`config.mk`:
```
export PLATFORM = sky130hd
export DESIGN_NAME = field_access_bank
export DESIGN_NICKNAME = d
export VERILOG_FILES = /design/src/logic/field_access_pkg.sv /design/src/logic/field_access_bank.sv /design/src/logic/field_cell.sv /design/src/logic/signal_drive.sv
export SDC_FILE = /design/constraint.sdc
export NUM_CORES = 1
export LEC_CHECK = 0
export BUFFER_PORTS_ARGS = -buffer_cell sky130_fd_sc_hd__buf_2
export CELL_PAD_IN_SITES_DETAIL_PLACEMENT = 0
export CELL_PAD_IN_SITES_GLOBAL_PLACEMENT = 2
export CORE_MARGIN = 1.5
export CORE_UTILIZATION = 35
export DETAILED_ROUTE_END_ITERATION = 16
export PLACE_DENSITY = 0.95
export SLEW_MARGIN = 25
export SYNTH_ARGS = -nofsm -noshare
export SYNTH_HDL_FRONTEND = slang
export SYNTH_SLANG_ARGS = --single-unit
```
`constraint.sdc`:
```
create_clock -name clk_i -period 3.6 [get_ports clk_i]
set_clock_uncertainty 0.15 [all_clocks]
set_input_delay 0.18 -clock clk_i [delete_from_list [all_inputs] [get_ports clk_i]]
set_output_delay 0.18 -clock clk_i [all_outputs]
set_load 0.05 [all_outputs]
```
`src/logic/field_access_pkg.sv`:
```
// Shared constants and types for the register field access bank.
// Assumes every user of it imports the whole package.
package field_access_pkg;

  // Software access behaviour of one field.
  typedef enum logic [3:0] {
    ACC_RW   = 4'h0,
    ACC_RO   = 4'h1,
    ACC_RC   = 4'h2,
    ACC_RWC  = 4'h3,
    ACC_RW1C = 4'h4,
    ACC_RW1S = 4'h5,
    ACC_W1C  = 4'h6,
    ACC_WO   = 4'h7
  } access_t;

  localparam int FIELD_W = 8;
  localparam int SEL_W = 4;

  // Field indices on the access port.
  localparam logic [SEL_W-1:0] IDX_CTRL = 4'h0;
  localparam logic [SEL_W-1:0] IDX_STAT = 4'h1;
  localparam logic [SEL_W-1:0] IDX_RCNT = 4'h2;
  localparam logic [SEL_W-1:0] IDX_WCLR = 4'h3;
  localparam logic [SEL_W-1:0] IDX_IRQS = 4'h4;
  localparam logic [SEL_W-1:0] IDX_SETB = 4'h5;
  localparam logic [SEL_W-1:0] IDX_WOCL = 4'h6;
  localparam logic [SEL_W-1:0] IDX_WDAT = 4'h7;

  // Values after reset.
  localparam logic [FIELD_W-1:0] RST_CTRL = 8'h00;
  localparam logic [FIELD_W-1:0] RST_STAT = 8'h00;
  localparam logic [FIELD_W-1:0] RST_RCNT = 8'h00;
  localparam logic [FIELD_W-1:0] RST_WCLR = 8'h00;
  localparam logic [FIELD_W-1:0] RST_IRQS = 8'h00;
  localparam logic [FIELD_W-1:0] RST_SETB = 8'h01;
  localparam logic [FIELD_W-1:0] RST_WOCL = 8'h00;
  localparam logic [FIELD_W-1:0] RST_WDAT = 8'h00;

  // Implemented bits; the rest are reserved and read as zero.
  localparam logic [FIELD_W-1:0] MSK_CTRL = 8'hff;
  localparam logic [FIELD_W-1:0] MSK_STAT = 8'h7f;
  localparam logic [FIELD_W-1:0] MSK_RCNT = 8'hff;
  localparam logic [FIELD_W-1:0] MSK_WCLR = 8'h0f;
  localparam logic [FIELD_W-1:0] MSK_IRQS = 8'hff;
  localparam logic [FIELD_W-1:0] MSK_SETB = 8'hff;
  localparam logic [FIELD_W-1:0] MSK_WOCL = 8'hff;
  localparam logic [FIELD_W-1:0] MSK_WDAT = 8'hff;

  localparam logic [FIELD_W-1:0] ZERO_DATA = 8'h00;

  // True when the access port addresses the given field.
  function automatic logic sel_hit(input logic [SEL_W-1:0] sel, input logic [SEL_W-1:0] idx);
    sel_hit = (sel == idx);
  endfunction : sel_hit

endpackage : field_access_pkg

```
`src/logic/field_access_bank.sv`:
```
// Bank of eight register fields, one of each software access behaviour.
// Assumes a single clock and strobes that are one-cycle pulses on clk_i.
//
// Notes on behaviour
// Clear-on-read field zeroes after being read.
// Writes to read-only supply its reset value.
// Read/write field stores and returns written data.
// Any write clears a clear-on-write register.
// Write-one-to-clear: ones clear, zeros keep.
// Writing read status back clears only those.
// Write-one-to-set: ones set, zeros keep.
// Write-only clear field: reads meaningless.
// Write-only register: reads carry no meaning.
// Every field takes its reset value.
// Asserted high-active is 1, low-active 0.
// Reserved bits read zero, software preserves.
// Hardware set wins over same-cycle clear.
`timescale 1ns/100ps
`default_nettype none
module field_access_bank
  import field_access_pkg::*;
(
  // Clock and reset
  input wire logic clk_i,
  input wire logic arst_n_i,
  // Software access port
  input wire logic [SEL_W-1:0] sel_i,
  input wire logic wr_i,
  input wire logic rd_i,
  input wire logic [FIELD_W-1:0] wdata_i,
  output logic [FIELD_W-1:0] rdata_o,
  output logic rvalid_o,
  output logic unmapped_o,
  output logic ro_write_err_o,
  // Hardware events and status
  input wire logic [FIELD_W-1:0] status_i,
  input wire logic [FIELD_W-1:0] count_event_i,
  input wire logic [FIELD_W-1:0] clr_event_i,
  input wire logic [FIELD_W-1:0] irq_event_i,
  input wire logic [FIELD_W-1:0] wo_event_i,
  // Field values and write strobe toward hardware
  output logic [FIELD_W-1:0] ctrl_o,
  output logic [FIELD_W-1:0] set_bits_o,
  output logic [FIELD_W-1:0] wo_data_o,
  output logic wo_strobe_o,
  output logic [FIELD_W-1:0] pending_o,
  // Interrupt pins
  output logic irq_o,
  output logic irq_n_o
);

  ////////////////////////////////////////////////////////////////////////////////
  // Decode

  logic hit_ctrl;
  logic hit_stat;
  logic hit_rcnt;
  logic hit_wclr;
  logic hit_irqs;
  logic hit_setb;
  logic hit_wocl;
  logic hit_wdat;
  logic hit_any;

  assign hit_ctrl = sel_hit(sel_i, IDX_CTRL);
  assign hit_stat = sel_hit(sel_i, IDX_STAT);
  assign hit_rcnt = sel_hit(sel_i, IDX_RCNT);
  assign hit_wclr = sel_hit(sel_i, IDX_WCLR);
  assign hit_irqs = sel_hit(sel_i, IDX_IRQS);
  assign hit_setb = sel_hit(sel_i, IDX_SETB);
  assign hit_wocl = sel_hit(sel_i, IDX_WOCL);
  assign hit_wdat = sel_hit(sel_i, IDX_WDAT);
  assign hit_any = hit_ctrl | hit_stat | hit_rcnt | hit_wclr | hit_irqs | hit_setb | hit_wocl
                 | hit_wdat;

  // A write and a read in the same cycle are both honoured; a clear-on-read field then
  // returns its old value, which is the only safe answer.
  logic wr_ctrl;
  logic wr_stat;
  logic wr_rcnt;
  logic wr_wclr;
  logic wr_irqs;
  logic wr_setb;
  logic wr_wocl;
  logic wr_wdat;
  logic rd_rcnt;

  assign wr_ctrl = wr_i & hit_ctrl;
  assign wr_stat = wr_i & hit_stat;
  assign wr_rcnt = wr_i & hit_rcnt;
  assign wr_wclr = wr_i & hit_wclr;
  assign wr_irqs = wr_i & hit_irqs;
  assign wr_setb = wr_i & hit_setb;
  assign wr_wocl = wr_i & hit_wocl;
  assign wr_wdat = wr_i & hit_wdat;
  assign rd_rcnt = rd_i & hit_rcnt;

  ////////////////////////////////////////////////////////////////////////////////
  // Fields

  logic [FIELD_W-1:0] rd_ctrl;
  logic [FIELD_W-1:0] rd_stat;
  logic [FIELD_W-1:0] rd_rcntv;
  logic [FIELD_W-1:0] rd_wclr;
  logic [FIELD_W-1:0] rd_irqs;
  logic [FIELD_W-1:0] rd_setb;
  logic [FIELD_W-1:0] rd_wocl;
  logic [FIELD_W-1:0] rd_wdat;
  logic [FIELD_W-1:0] val_ctrl;
  logic [FIELD_W-1:0] val_irqs;
  logic [FIELD_W-1:0] val_setb;
  logic [FIELD_W-1:0] val_wocl;
  logic [FIELD_W-1:0] val_wdat;

  field_cell #(
    .ACCESS(ACC_RW),
    .RST_VAL(RST_CTRL),
    .MASK(MSK_CTRL)
  ) u_ctrl (
    .clk_i(clk_i),
    .arst_n_i(arst_n_i),
    .wr_i(wr_ctrl),
    .rd_i(1'b0),
    .wdata_i(wdata_i),
    .rdata_o(rd_ctrl),
    .hw_set_i(ZERO_DATA),
    .hw_val_i(ZERO_DATA),
    .value_o(val_ctrl)
  );

  field_cell #(
    .ACCESS(ACC_RO),
    .RST_VAL(RST_STAT),
    .MASK(MSK_STAT)
  ) u_stat (
    .clk_i(clk_i),
    .arst_n_i(arst_n_i),
    .wr_i(wr_stat),
    .rd_i(1'b0),
    .wdata_i(wdata_i),
    .rdata_o(rd_stat),
    .hw_set_i(ZERO_DATA),
    .hw_val_i(status_i),
    .value_o()
  );

  field_cell #(
    .ACCESS(ACC_RC),
    .RST_VAL(RST_RCNT),
    .MASK(MSK_RCNT)
  ) u_rcnt (
    .clk_i(clk_i),
    .arst_n_i(arst_n_i),
    .wr_i(wr_rcnt),
    .rd_i(rd_rcnt),
    .wdata_i(wdata_i),
    .rdata_o(rd_rcntv),
    .hw_set_i(count_event_i),
    .hw_val_i(ZERO_DATA),
    .value_o()
  );

  field_cell #(
    .ACCESS(ACC_RWC),
    .RST_VAL(RST_WCLR),
    .MASK(MSK_WCLR)
  ) u_wclr (
    .clk_i(clk_i),
    .arst_n_i(arst_n_i),
    .wr_i(wr_wclr),
    .rd_i(1'b0),
    .wdata_i(wdata_i),
    .rdata_o(rd_wclr),
    .hw_set_i(clr_event_i),
    .hw_val_i(ZERO_DATA),
    .value_o()
  );

  field_cell #(
    .ACCESS(ACC_RW1C),
    .RST_VAL(RST_IRQS),
    .MASK(MSK_IRQS)
  ) u_irqs (
    .clk_i(clk_i),
    .arst_n_i(arst_n_i),
    .wr_i(wr_irqs),
    .rd_i(1'b0),
    .wdata_i(wdata_i),
    .rdata_o(rd_irqs),
    .hw_set_i(irq_event_i),
    .hw_val_i(ZERO_DATA),
    .value_o(val_irqs)
  );

  field_cell #(
    .ACCESS(ACC_RW1S),
    .RST_VAL(RST_SETB),
    .MASK(MSK_SETB)
  ) u_setb (
    .clk_i(clk_i),
    .arst_n_i(arst_n_i),
    .wr_i(wr_setb),
    .rd_i(1'b0),
    .wdata_i(wdata_i),
    .rdata_o(rd_setb),
    .hw_set_i(ZERO_DATA),
    .hw_val_i(ZERO_DATA),
    .value_o(val_setb)
  );

  field_cell #(
    .ACCESS(ACC_W1C),
    .RST_VAL(RST_WOCL),
    .MASK(MSK_WOCL)
  ) u_wocl (
    .clk_i(clk_i),
    .arst_n_i(arst_n_i),
    .wr_i(wr_wocl),
    .rd_i(1'b0),
    .wdata_i(wdata_i),
    .rdata_o(rd_wocl),
    .hw_set_i(wo_event_i),
    .hw_val_i(ZERO_DATA),
    .value_o(val_wocl)
  );

  field_cell #(
    .ACCESS(ACC_WO),
    .RST_VAL(RST_WDAT),
    .MASK(MSK_WDAT)
  ) u_wdat (
    .clk_i(clk_i),
    .arst_n_i(arst_n_i),
    .wr_i(wr_wdat),
    .rd_i(1'b0),
    .wdata_i(wdata_i),
    .rdata_o(rd_wdat),
    .hw_set_i(ZERO_DATA),
    .hw_val_i(ZERO_DATA),
    .value_o(val_wdat)
  );

  ////////////////////////////////////////////////////////////////////////////////
  // Read path

  logic [FIELD_W-1:0] read_mux;
  logic [FIELD_W-1:0] next_rdata;

  assign read_mux = ({FIELD_W{hit_ctrl}} & rd_ctrl)
                  | ({FIELD_W{hit_stat}} & rd_stat)
                  | ({FIELD_W{hit_rcnt}} & rd_rcntv)
                  | ({FIELD_W{hit_wclr}} & rd_wclr)
                  | ({FIELD_W{hit_irqs}} & rd_irqs)
                  | ({FIELD_W{hit_setb}} & rd_setb)
                  | ({FIELD_W{hit_wocl}} & rd_wocl)
                  | ({FIELD_W{hit_wdat}} & rd_wdat);

  // return before clear. The capture uses the value before the read's own clear lands.
  assign next_rdata = rd_i ? read_mux : rdata_o;

  always_ff @(posedge clk_i or negedge arst_n_i) begin
    if (!arst_n_i) begin
      rdata_o <= ZERO_DATA;
      rvalid_o <= 1'b0;
      unmapped_o <= 1'b0;
    end else begin
      rdata_o <= next_rdata;
      rvalid_o <= rd_i;
      unmapped_o <= (rd_i | wr_i) & ~hit_any;
    end
  end

  ////////////////////////////////////////////////////////////////////////////////
  // Misuse report

  // read-only write check. Data whose implemented bits differ from the reset value is flagged, never stored.
  logic next_ro_err;

  assign next_ro_err = wr_stat & ((wdata_i & MSK_STAT) != (RST_STAT & MSK_STAT));

  always_ff @(posedge clk_i or negedge arst_n_i) begin
    if (!arst_n_i) begin
      ro_write_err_o <= 1'b0;
    end else begin
      ro_write_err_o <= next_ro_err;
    end
  end

  ////////////////////////////////////////////////////////////////////////////////
  // Outputs toward hardware

  always_ff @(posedge clk_i or negedge arst_n_i) begin
    if (!arst_n_i) begin
      wo_strobe_o <= 1'b0;
    end else begin
      wo_strobe_o <= wr_wdat;
    end
  end

  assign ctrl_o = val_ctrl;
  assign set_bits_o = val_setb;
  assign wo_data_o = val_wdat;
  assign pending_o = val_wocl;

  // only reported bits clear. The cell clears written ones only, so later events stay.
  logic irq_level;

  assign irq_level = |(val_irqs & val_ctrl) | (|val_wocl);

  signal_drive #(
    .ACTIVE_LOW(1'b0)
  ) u_irq_hi (
    .clk_i(clk_i),
    .arst_n_i(arst_n_i),
    .assert_i(irq_level),
    .pin_o(irq_o)
  );

  // low-active copy.
  signal_drive #(
    .ACTIVE_LOW(1'b1)
  ) u_irq_lo (
    .clk_i(clk_i),
    .arst_n_i(arst_n_i),
    .assert_i(irq_level),
    .pin_o(irq_n_o)
  );

endmodule : field_access_bank
`default_nettype wire

```
`src/logic/field_cell.sv`:
```
// One register field with a selectable software access behaviour.
// Assumes write and read strobes are one-cycle pulses from the bank.
`timescale 1ns/100ps
`default_nettype none
module field_cell
  import field_access_pkg::*;
#(
  parameter access_t ACCESS = ACC_RW,
  parameter logic [FIELD_W-1:0] RST_VAL = 8'h00,
  parameter logic [FIELD_W-1:0] MASK = 8'hff
) (
  // Clock and reset
  input wire logic clk_i,
  input wire logic arst_n_i,
  // Software side
  input wire logic wr_i,
  input wire logic rd_i,
  input wire logic [FIELD_W-1:0] wdata_i,
  output logic [FIELD_W-1:0] rdata_o,
  // Hardware side
  input wire logic [FIELD_W-1:0] hw_set_i,
  input wire logic [FIELD_W-1:0] hw_val_i,
  output logic [FIELD_W-1:0] value_o
);

  logic [FIELD_W-1:0] value;
  logic [FIELD_W-1:0] next_value;
  logic [FIELD_W-1:0] wr_bits;
  logic [FIELD_W-1:0] kept;
  logic [FIELD_W-1:0] raw_next;
  logic hidden;

  assign wr_bits = wr_i ? wdata_i : ZERO_DATA;

  always_comb begin
    kept = value;
    case (ACCESS)
      // plain store.
      ACC_RW: kept = wr_i ? wdata_i : value;
      // write only store.
      ACC_WO: kept = wr_i ? wdata_i : value;
      // Status mirror; software writes have no effect.
      ACC_RO: kept = hw_val_i;
      // clear after read.
      ACC_RC: kept = rd_i ? ZERO_DATA : value;
      // any write clears.
      ACC_RWC: kept = wr_i ? ZERO_DATA : value;
      // clear written ones.
      ACC_RW1C: kept = value & ~wr_bits;
      ACC_W1C: kept = value & ~wr_bits;
      // written ones set.
      ACC_RW1S: kept = value | wr_bits;
      default: kept = value;
    endcase
  end

  // set beats clear. The set is merged after the clear so a same-cycle event survives.
  assign raw_next = (ACCESS == ACC_RO) ? kept : (kept | hw_set_i);
  // reserved bits zero.
  assign next_value = raw_next & MASK;

  // reset value.
  always_ff @(posedge clk_i or negedge arst_n_i) begin
    if (!arst_n_i) begin
      value <= RST_VAL & MASK;
    end else begin
      value <= next_value;
    end
  end

  // R9 reads carry nothing. Zero is returned so no stored state leaks out.
  assign hidden = (ACCESS == ACC_W1C) || (ACCESS == ACC_WO);
  assign rdata_o = hidden ? ZERO_DATA : value;
  assign value_o = value;

endmodule : field_cell
`default_nettype wire

```
`src/logic/signal_drive.sv`:
```
// Drives one output pin at the chosen active polarity from a logical assert.
// Assumes the assert level is synchronous to clk_i.
`timescale 1ns/100ps
`default_nettype none
module signal_drive #(
  parameter bit ACTIVE_LOW = 1'b0
) (
  // Clock and reset
  input wire logic clk_i,
  input wire logic arst_n_i,
  // Logical level and pin
  input wire logic assert_i,
  output logic pin_o
);

  logic next_pin;

  // polarity of assert. Low-active pins idle high, so reset deasserts them.
  assign next_pin = ACTIVE_LOW ? ~assert_i : assert_i;

  always_ff @(posedge clk_i or negedge arst_n_i) begin
    if (!arst_n_i) begin
      pin_o <= ACTIVE_LOW;
    end else begin
      pin_o <= next_pin;
    end
  end

endmodule : signal_drive
`default_nettype wire

```
==> results list, run 1 <==
- Setup violations remaining at the end of the flow were counted as 0.
- The first global-routing pass estimated 14.1 mm of wire.
- Global routing used 18.7% of the available tracks across all layers.
* Clock tree from TritonCTS: yes
- Along the worst hold path, the cell count comes to 2.
- For this design the total switching power over the nets is 770 uW.
* Clock buffers created by TritonCTS: 9
- The floorplan step defined a die boundary enclosing 9690 um^2.
* Clock Sinks: 73
- Detailed-router iteration count before antenna repair: 4
* Dpl hpwl: 6.01 mm
- The number of max-slew violations in the final report is 0.
- The floorplan has 34 rows.
* Arrival time of data at the critical path endpoint: 2.38 ns
* Cell Area, Synth: 3190 um^2
- Wires add up to 8.65 mm.
* Maximum fanout count along the critical path: 18
- Pin placement for this block handled 102 I/O pins.
- Portion of total power attributed to sequential cells: 44.3%
* Clock Latency Late Sink: 0.34 ns
- Crit-path leading delay family: simple AND/OR/NAND/NOR gates
- In this run the tightest slew margin relative to its limit is 45.3%.
- DRC violation count after routing: 0
* Number of synthesized flops with an enable pin: 0
- In the final routed layout, each cell accounts on average for 17.0 um.
- Fraction of final layout cells sized beyond drive strength 1: 34.6%
- Once layout is complete, the utilization of the core stands at 49.8%.
* Classification of the worst-slack hold path: primary input to flop
- For this run, the top clock speed supported by timing is 0.443 GHz.
- VDD IR-drop max: 0.314 mV
- For the pin with the worst max-slew slack, the measured transition is 0.821 ns.
- From left edge to right edge, the die measures 98.4 um.
- Post CTS Setup Buffer Count: 0
- Via count of the routed design: 2651
- Combinational logic is responsible for 27.7% of the overall power.
- Dividing the synthesized area by the synthesized cell count gives 12.3 um^2.
- The library cell used most frequently in the layout, excluding fill and tap cells, is sky130_fd_sc_hd__buf_2.
- For this block, the initial DRC count from the detailed router was 182.
- Crit-path slowest cell: sky130_fd_sc_hd__nor3b_2
* Final Critical Period: 2.26 ns
- Prior to clock tree synthesis, the placed netlist has a worst setup slack of 1.23 ns.
- Die Y-Extent: 98.4 um
* Pin count of the biggest net entering global routing: 38
* Worst path bufs/invs: 2
- Counting flops with an async set or reset pin after synthesis yields a share of 100%.
- Post-Syn Nets: 315
* P per Cell Area: 501 nW/um^2
- Initial Util: 36.4%
* Count of distinct cell types in the synthesized netlist: 38
* Final period utilization: 62.7%
* Nets: 453
* Post-synthesis instance total: 259
* Number of H-tree branching levels: 3
* Kind of start point of the critical path: primary input
- Slowest cell delay on critical path: 0.68 ns
- The worst register-to-register path has a depth of 3.
* Power share of the clock group: 28.0%
- The Yosys step of the flow raised 0 warnings.
- Of the total power, the share spent switching nets is 35.2%.
- Layout overhead on the synthesized area: 37.0%
- The worst path meets setup with 1.34 ns of slack.
- Among all flip-flop cells after synthesis, the most frequent one is sky130_fd_sc_hd__dfrtp_1.
* Data required time of the worst path: 3.73 ns
* Last weighted congestion value of the routability-driven placer: 0.780
- RSZ-0062 raised after global routing: no
- Top library cells by usage in the layout, fill and taps aside: sky130_fd_sc_hd__buf_2, sky130_fd_sc_hd__dfrtp_1, sky130_fd_sc_hd__dlygate4sd3_1, sky130_fd_sc_hd__a21o_1, sky130_fd_sc_hd__nand3_1
* Clock slew at reported path FFs: 0.07 ns
- Number of global-route vias before repair: 2756
- The clock passes through at most 2 buffers.
* Kind of capture point of the worst setup path: flop
* Floorplan core area: 8760 um^2
* Count of input and output buffers: 96
- Cell chain of the critical path: dlygate4sd3_1, buf_2, and3b_1, nor3b_2, a21o_1
- Sequential elements use 57.4% of the synthesized area.
* Setup TNS Final: 0 ns
- Static leakage: 1.91 nW
* Remaining global-route overflow: 0
* Antenna violations before repair: 0
- WP depth: 5
- Once detail routing completed, the nets flagged for antenna violations numbered 0.
- The internal portion of the total power is 1.42 mW.
* # diodes: 0
- Flip-flop and latch count after synthesis: 73
- Across the run, the number of max-cap violations was 0.
- The run finished with clean final reports.
- By startpoint and endpoint, the worst setup path is classified as primary input to flop.
- In the routed layout, each cell is associated on average with a via count of 5.20.
* Final hold violation count: 0
* Root cell of the clock tree: sky130_fd_sc_hd__clkbuf_8
[registers in the layout, indices dropped and copies added (netlist names), 4 cells and up]
signal	cells
u_wclr.rdata_o	4
u_rcnt.rdata_o	8
u_wocl.value_o	8
u_ctrl.rdata_o	8
u_irqs.rdata_o	8
u_wdat.value_o	8
rdata_o	8
u_stat.rdata_o	7
u_setb.rdata_o	8
[worst reg2reg max path, stage by stage (launching register included)]
cell                      delay (ns)
sky130_fd_sc_hd__dfrtp_1        0.40
sky130_fd_sc_hd__nor4_1         0.35
sky130_fd_sc_hd__nand2_1        0.12
sky130_fd_sc_hd__or3_1          0.38
[power by group through the flow]
stage | Combinational, mW | Sequential, mW | Clock [mW]
floorplan | 0.147 | 1.23 | 0
global placement | 0.565 | 0.982 | 0
detailed placement | 0.573 | 0.983 | 0
CTS | 0.612 | 0.968 | 0.630
global route | 0.642 | 0.981 | 0.668
finish | 0.607 | 0.969 | 0.613
[through the flow]
step	cells	hold WS (ns)	power (mW)	instance area [um^2]
floorplan	259	-0.266	1.38	3190
global placement	449	0.138	1.55	3730
detailed placement	449	0.141	1.56	3730
CTS	510	0.0213	2.21	4370
global route	510	0.0141	2.29	4370
finish	510	0.0222	2.19	4370
[cell usage after synthesis, types with 2 or more instances]
master	instances	area (um^2)
sky130_fd_sc_hd__nor3b_1	6	45.0
sky130_fd_sc_hd__nor2_1	12	45.0
sky130_fd_sc_hd__nand4_1	2	12.5
sky130_fd_sc_hd__nand3b_1	2	15.0
sky130_fd_sc_hd__clkbuf_1	7	26.3
sky130_fd_sc_hd__dfstp_2	2	52.6
sky130_fd_sc_hd__mux2_4	8	120
sky130_fd_sc_hd__and3_1	5	31.3
sky130_fd_sc_hd__a21o_1	38	285
sky130_fd_sc_hd__mux2_2	11	124
sky130_fd_sc_hd__a22oi_1	8	60.1
sky130_fd_sc_hd__nand4b_1	2	17.5
sky130_fd_sc_hd__buf_2	5	25.0
sky130_fd_sc_hd__nor4_1	3	18.8
sky130_fd_sc_hd__a41oi_1	6	52.6
sky130_fd_sc_hd__a31oi_1	2	12.5
sky130_fd_sc_hd__buf_4	2	15.0
sky130_fd_sc_hd__o21ai_0	11	55.1
sky130_fd_sc_hd__nand3_1	17	85.1
sky130_fd_sc_hd__buf_6	2	22.5
sky130_fd_sc_hd__nor3_1	3	15.0
sky130_fd_sc_hd__nand2_1	7	26.3
sky130_fd_sc_hd__dfrtp_1	71	1780
sky130_fd_sc_hd__and3b_1	13	114
[routing by layer]
metal  wire length [um]  global-route usage [%]
met5                  0                       0
met3                362                    4.96
met2               4440                    30.8
met1               3780                    24.7
met4                 68                    4.33
[final timing paths]
path | from | end | slack [ns]
worst min-delay path | wdata_i[3] | u_setb.rdata_o[3] | 0.02
worst min register to register | u_rcnt.rdata_o[6] | u_rcnt.rdata_o[6] | 0.33
worst max register to register | u_wocl.value_o[3] | u_irq_hi.pin_o | 2.07
worst max-delay path | wr_i | u_setb.rdata_o[6] | 1.34
max in group asynchronous | arst_n_i | u_rcnt.rdata_o[4] | 2.18
min in group asynchronous | arst_n_i | u_wdat.value_o[0] | 0.31
[what timing repair did]
action	in CTS	in global routing
hold endpoints to repair	80	0
hold buffers	45	0
resized for setup	0	0
[area by class of cell]
| type | count | area (um^2) |
|---|---|---|
| Clock buffer | 10 | 128 |
| Clock inverter | 6 | 58.8 |
| Fill cell | 832 | 4400 |
| Inverter | 1 | 3.75 |
| Multi-Input combinational cell | 169 | 1270 |
| Sequential cell | 73 | 1830 |
| Tap cell | 108 | 135 |
| Timing Repair Buffer | 143 | 946 |
[kinds of logic (layout without fill, tap and decap cells)]
group | after synthesis | count (layout) | share of synthesized area, %
flip-flops | 73 | 73 | 57.4
AO/OA/AOI/OAI | 68 | 68 | 15.3
AND/OR/NAND/NOR | 82 | 82 | 16.8
buffers and inverters | 17 | 160 | 2.90
multiplexers | 19 | 19 | 7.65
Power figures use the tool's default switching activity.
==> run 2, diff against run 1 <==
--- a/config.mk
+++ b/config.mk
@@ -9,9 +9,9 @@
 export CELL_PAD_IN_SITES_DETAIL_PLACEMENT = 0
 export CELL_PAD_IN_SITES_GLOBAL_PLACEMENT = 2
 export CORE_MARGIN = 1.5
-export CORE_UTILIZATION = 35
+export CORE_UTILIZATION = 32
 export DETAILED_ROUTE_END_ITERATION = 16
-export PLACE_DENSITY = 0.95
+export PLACE_DENSITY = 0.9
 export SLEW_MARGIN = 25
 export SYNTH_ARGS = -nofsm -noshare
 export SYNTH_HDL_FRONTEND = slang
==> constraint.sdc (replaced) <==
create_clock -name clk_i -period 2.2 [get_ports clk_i]
set_clock_uncertainty 0.15 [all_clocks]
set_input_delay 0.11 -clock clk_i [delete_from_list [all_inputs] [get_ports clk_i]]
set_output_delay 0.11 -clock clk_i [all_outputs]
set_load 0.05 [all_outputs]
==> run 2 against run 1 <==
  * Cell area up 7.9%
  * Critical path type unchanged
  * Combinational power up 66%
  * Cell count up 9.4%
  * Register-to-register slack worse by 1.5 ns
  * Clock power up 110%
  * Largest cell class unchanged
  * Via count up 2.2%
  * Flip-flop and latch count unchanged
  * Critical endpoint is now u_irqs.rdata_o[2]
==> results list, run 2 (synthesis results as in run 1) <==
- Maximum fanout count along the critical path: 16
- VDD IR-drop max: 0.473 mV
* Area of the die: 10600 um^2
- Count of input and output buffers: 96
- Clock slew at reported path FFs: 0.08 ns
* # diodes: 0
* Source of the worst hold timing path: sel_i[0]
* Antenna violations before repair: 0
- Cell internal power was estimated by the tool at 2.58 mW.
- Summing all non-filler instances in the final layout gives an area of 4710 um^2.
- The analysis attributes to cell leakage a power of 2.00 nW.
* Fmax: 0.476 GHz
- Number of filler cells placed in the layout: 925
* Via-per-instance ratio: 4.85
* Site row count: 36
- TritonCTS built the clock tree.
- At the worst endpoint, the arrival time is 2.19 ns.
- Global routing consumed, over all layers together, 18.4% of the routing resources.
- Final hold violation count: 0
- Layout overhead on the synthesized area: 47.7%
- P per Cell Area: 830 nW/um^2
- Setup total negative slack on the finished layout was measured at 0 ns.
* Fraction of final layout cells sized beyond drive strength 1: 33.9%
- After detailed routing, the total wire length is 9.11 mm.
* Root cell of the clock tree: sky130_fd_sc_hd__clkbuf_8
* Ports: 102
- In this run the standard cell core region covers 9730 um^2.
* Via count of the routed design: 2709
- For this run, design rule violations remaining after detail routing come to 0.
- Kind of capture point of the worst setup path: flop
- In the final design database the tool counted 476 nets.
- Entering global routing, the biggest net connects 34 pins.
* RSZ-0062 raised after global routing: no
- The first global-routing pass estimated 14.3 mm of wire.
- Number of global-route vias before repair: 2789
- Dpl hpwl: 6.32 mm
- The tool flagged a number of max-cap violations equal to 0.
- Setup violations remaining at the end of the flow were counted as 0.
- Last weighted congestion value of the routability-driven placer: 0.826
- Initial Util: 32.8%
- Once placement finished, the instance area stood at 3820 um^2.
- Number of H-tree branching levels: 3
- Worst setup slack after layout: 0.0993 ns
- The floorplan step set the die height to 103 um.
- After detailed routing, the average wire length per cell comes to 16.3 um.
- Worst slack after detailed placement: 0.473 ns
* Data required time of the worst path: 2.29 ns
* Clock buffers created by TritonCTS: 9
* Transition time of the tightest slew-check pin: 0.819 ns
- Relative contribution of combinational cells to total power: 25.9%
- Leading cell type in the layout, fill and taps excluded: sky130_fd_sc_hd__buf_2
- Classification of the worst-slack hold path: primary input to flop
- Category of the critical setup timing path: primary input to flop
* Power share of the clock group: 33.5%
- The worst setup path is launched from a primary input.
- Switching Fraction: 33.9%
* Die Span X: 103 um
- Final period utilization: 95.5%
* Remaining global-route overflow: 0
* Detailed-router iteration count before antenna repair: 5
- Max Root-Sink Buffers: 2
- After the first detailed-routing iteration, the DRC count stood at 107.
- The worst pin sits at a relative slew slack of 45.4%.
* Power dissipated by switching net loads: 1.33 mW
* Top library cells by usage in the layout, fill and taps aside: sky130_fd_sc_hd__buf_2, sky130_fd_sc_hd__dfrtp_1, sky130_fd_sc_hd__dlygate4sd3_1, sky130_fd_sc_hd__a21o_1, sky130_fd_sc_hd__nand3_1
* Worst setup path startpoint: sel_i[3]
- Startpoint of the worst-slack reg-to-reg timing path: u_wocl.value_o[3]
- Clock latency on the worst-skew pair, taken at its later pin, is 0.36 ns.
- Registers are responsible for 40.6% of the overall power.
* Final Critical Period: 2.10 ns
* Status: finished, final reports clean
- Final slew viol count: 0
- For this design, the sink count on the clock tree is 73.
- The detail route stage leaves a number of antenna-violating nets equal to 0.
[run 2: cell types whose count changed in the layout (fill, tap and decap cells not counted), sizes merged]
cell         before  now
clkbuf           10    9
buf              98  102
inv               1    4
clkinv            5    1
dlygate4sd3      45   64
bufinv            1    3
[run 2: layer usage]
| layer | vias up | global-route usage [%] | share of wire [%] |
|---|---|---|---|
| met5 | - | 0 | 0 |
| met4 | 0 | 6.13 | 1.3 |
| met3 | 12 | 5.49 | 6.3 |
| met2 | 92 | 29.5 | 48 |
| met1 | 1329 | 23.9 | 44 |
| li1 | 1276 | - | - |
[run 2: cell type report]
cell class | instances | area [um^2] | share of cell area (%)
Clock buffer | 9 | 124 | 2.63
Clock inverter | 7 | 125 | 2.66
Inverter | 1 | 3.75 | 0.0797
Multi-Input combinational cell | 169 | 1270 | 26.9
Sequential cell | 73 | 1830 | 38.8
Tap cell | 133 | 166 | 3.53
Timing Repair Buffer | 166 | 1190 | 25.4
[run 2: critical path, stage by stage]
cell and delay [ns]:
sky130_fd_sc_hd__dlygate4sd3_1 0.53, sky130_fd_sc_hd__buf_2 0.21, sky130_fd_sc_hd__and3b_1 0.29, sky130_fd_sc_hd__buf_6 0.20
sky130_fd_sc_hd__nand3_1 0.09, sky130_fd_sc_hd__a21o_1 0.20, sky130_fd_sc_hd__dlygate4sd3_1 0.56
[run 2: power groups by stage]
stage               clock (mW)  combinational (mW)  sequential, mW
floorplan                    0               0.240            2.01
global placement             0               0.935            1.61
detailed placement           0               0.949            1.61
CTS                       1.34                1.02            1.59
global route              1.40                1.08            1.60
finish                    1.31                1.01            1.59
[run 2: repair_timing]
action | CTS | global route
hold buffers | 64 | 0
endpoints found under the hold margin | 91 | 0
setup buffers | 0 | 0
setup endpoints to repair | 0 | 3
gates resized for setup | 0 | 1
[run 2: per-stage QoR]
stage	instances	hold slack (ns)	util [%]	total power [mW]
2_1_floorplan	259	-0.336	-	2.25
3_3_place_gp	478	0.0686	39.2	2.54
3_5_place_dp	478	0.0702	39.2	2.56
4_1_cts	558	0.156	48.4	3.95
5_1_grt	558	0.184	48.4	4.08
6_report	558	0.157	48.4	3.91
[run 2: path summary, 6_finish.rpt]
path,end,slack (ns),cells after the start
max,u_irqs.rdata_o[2],0.1,7
min,rdata_o[3],0.16,3
max reg2reg,u_irq_hi.pin_o,0.61,3
min reg2reg,u_rcnt.rdata_o[7],0.33,1
max in group asynchronous,u_stat.rdata_o[5],1.03,3
min in group asynchronous,u_ctrl.rdata_o[4],0.25,2
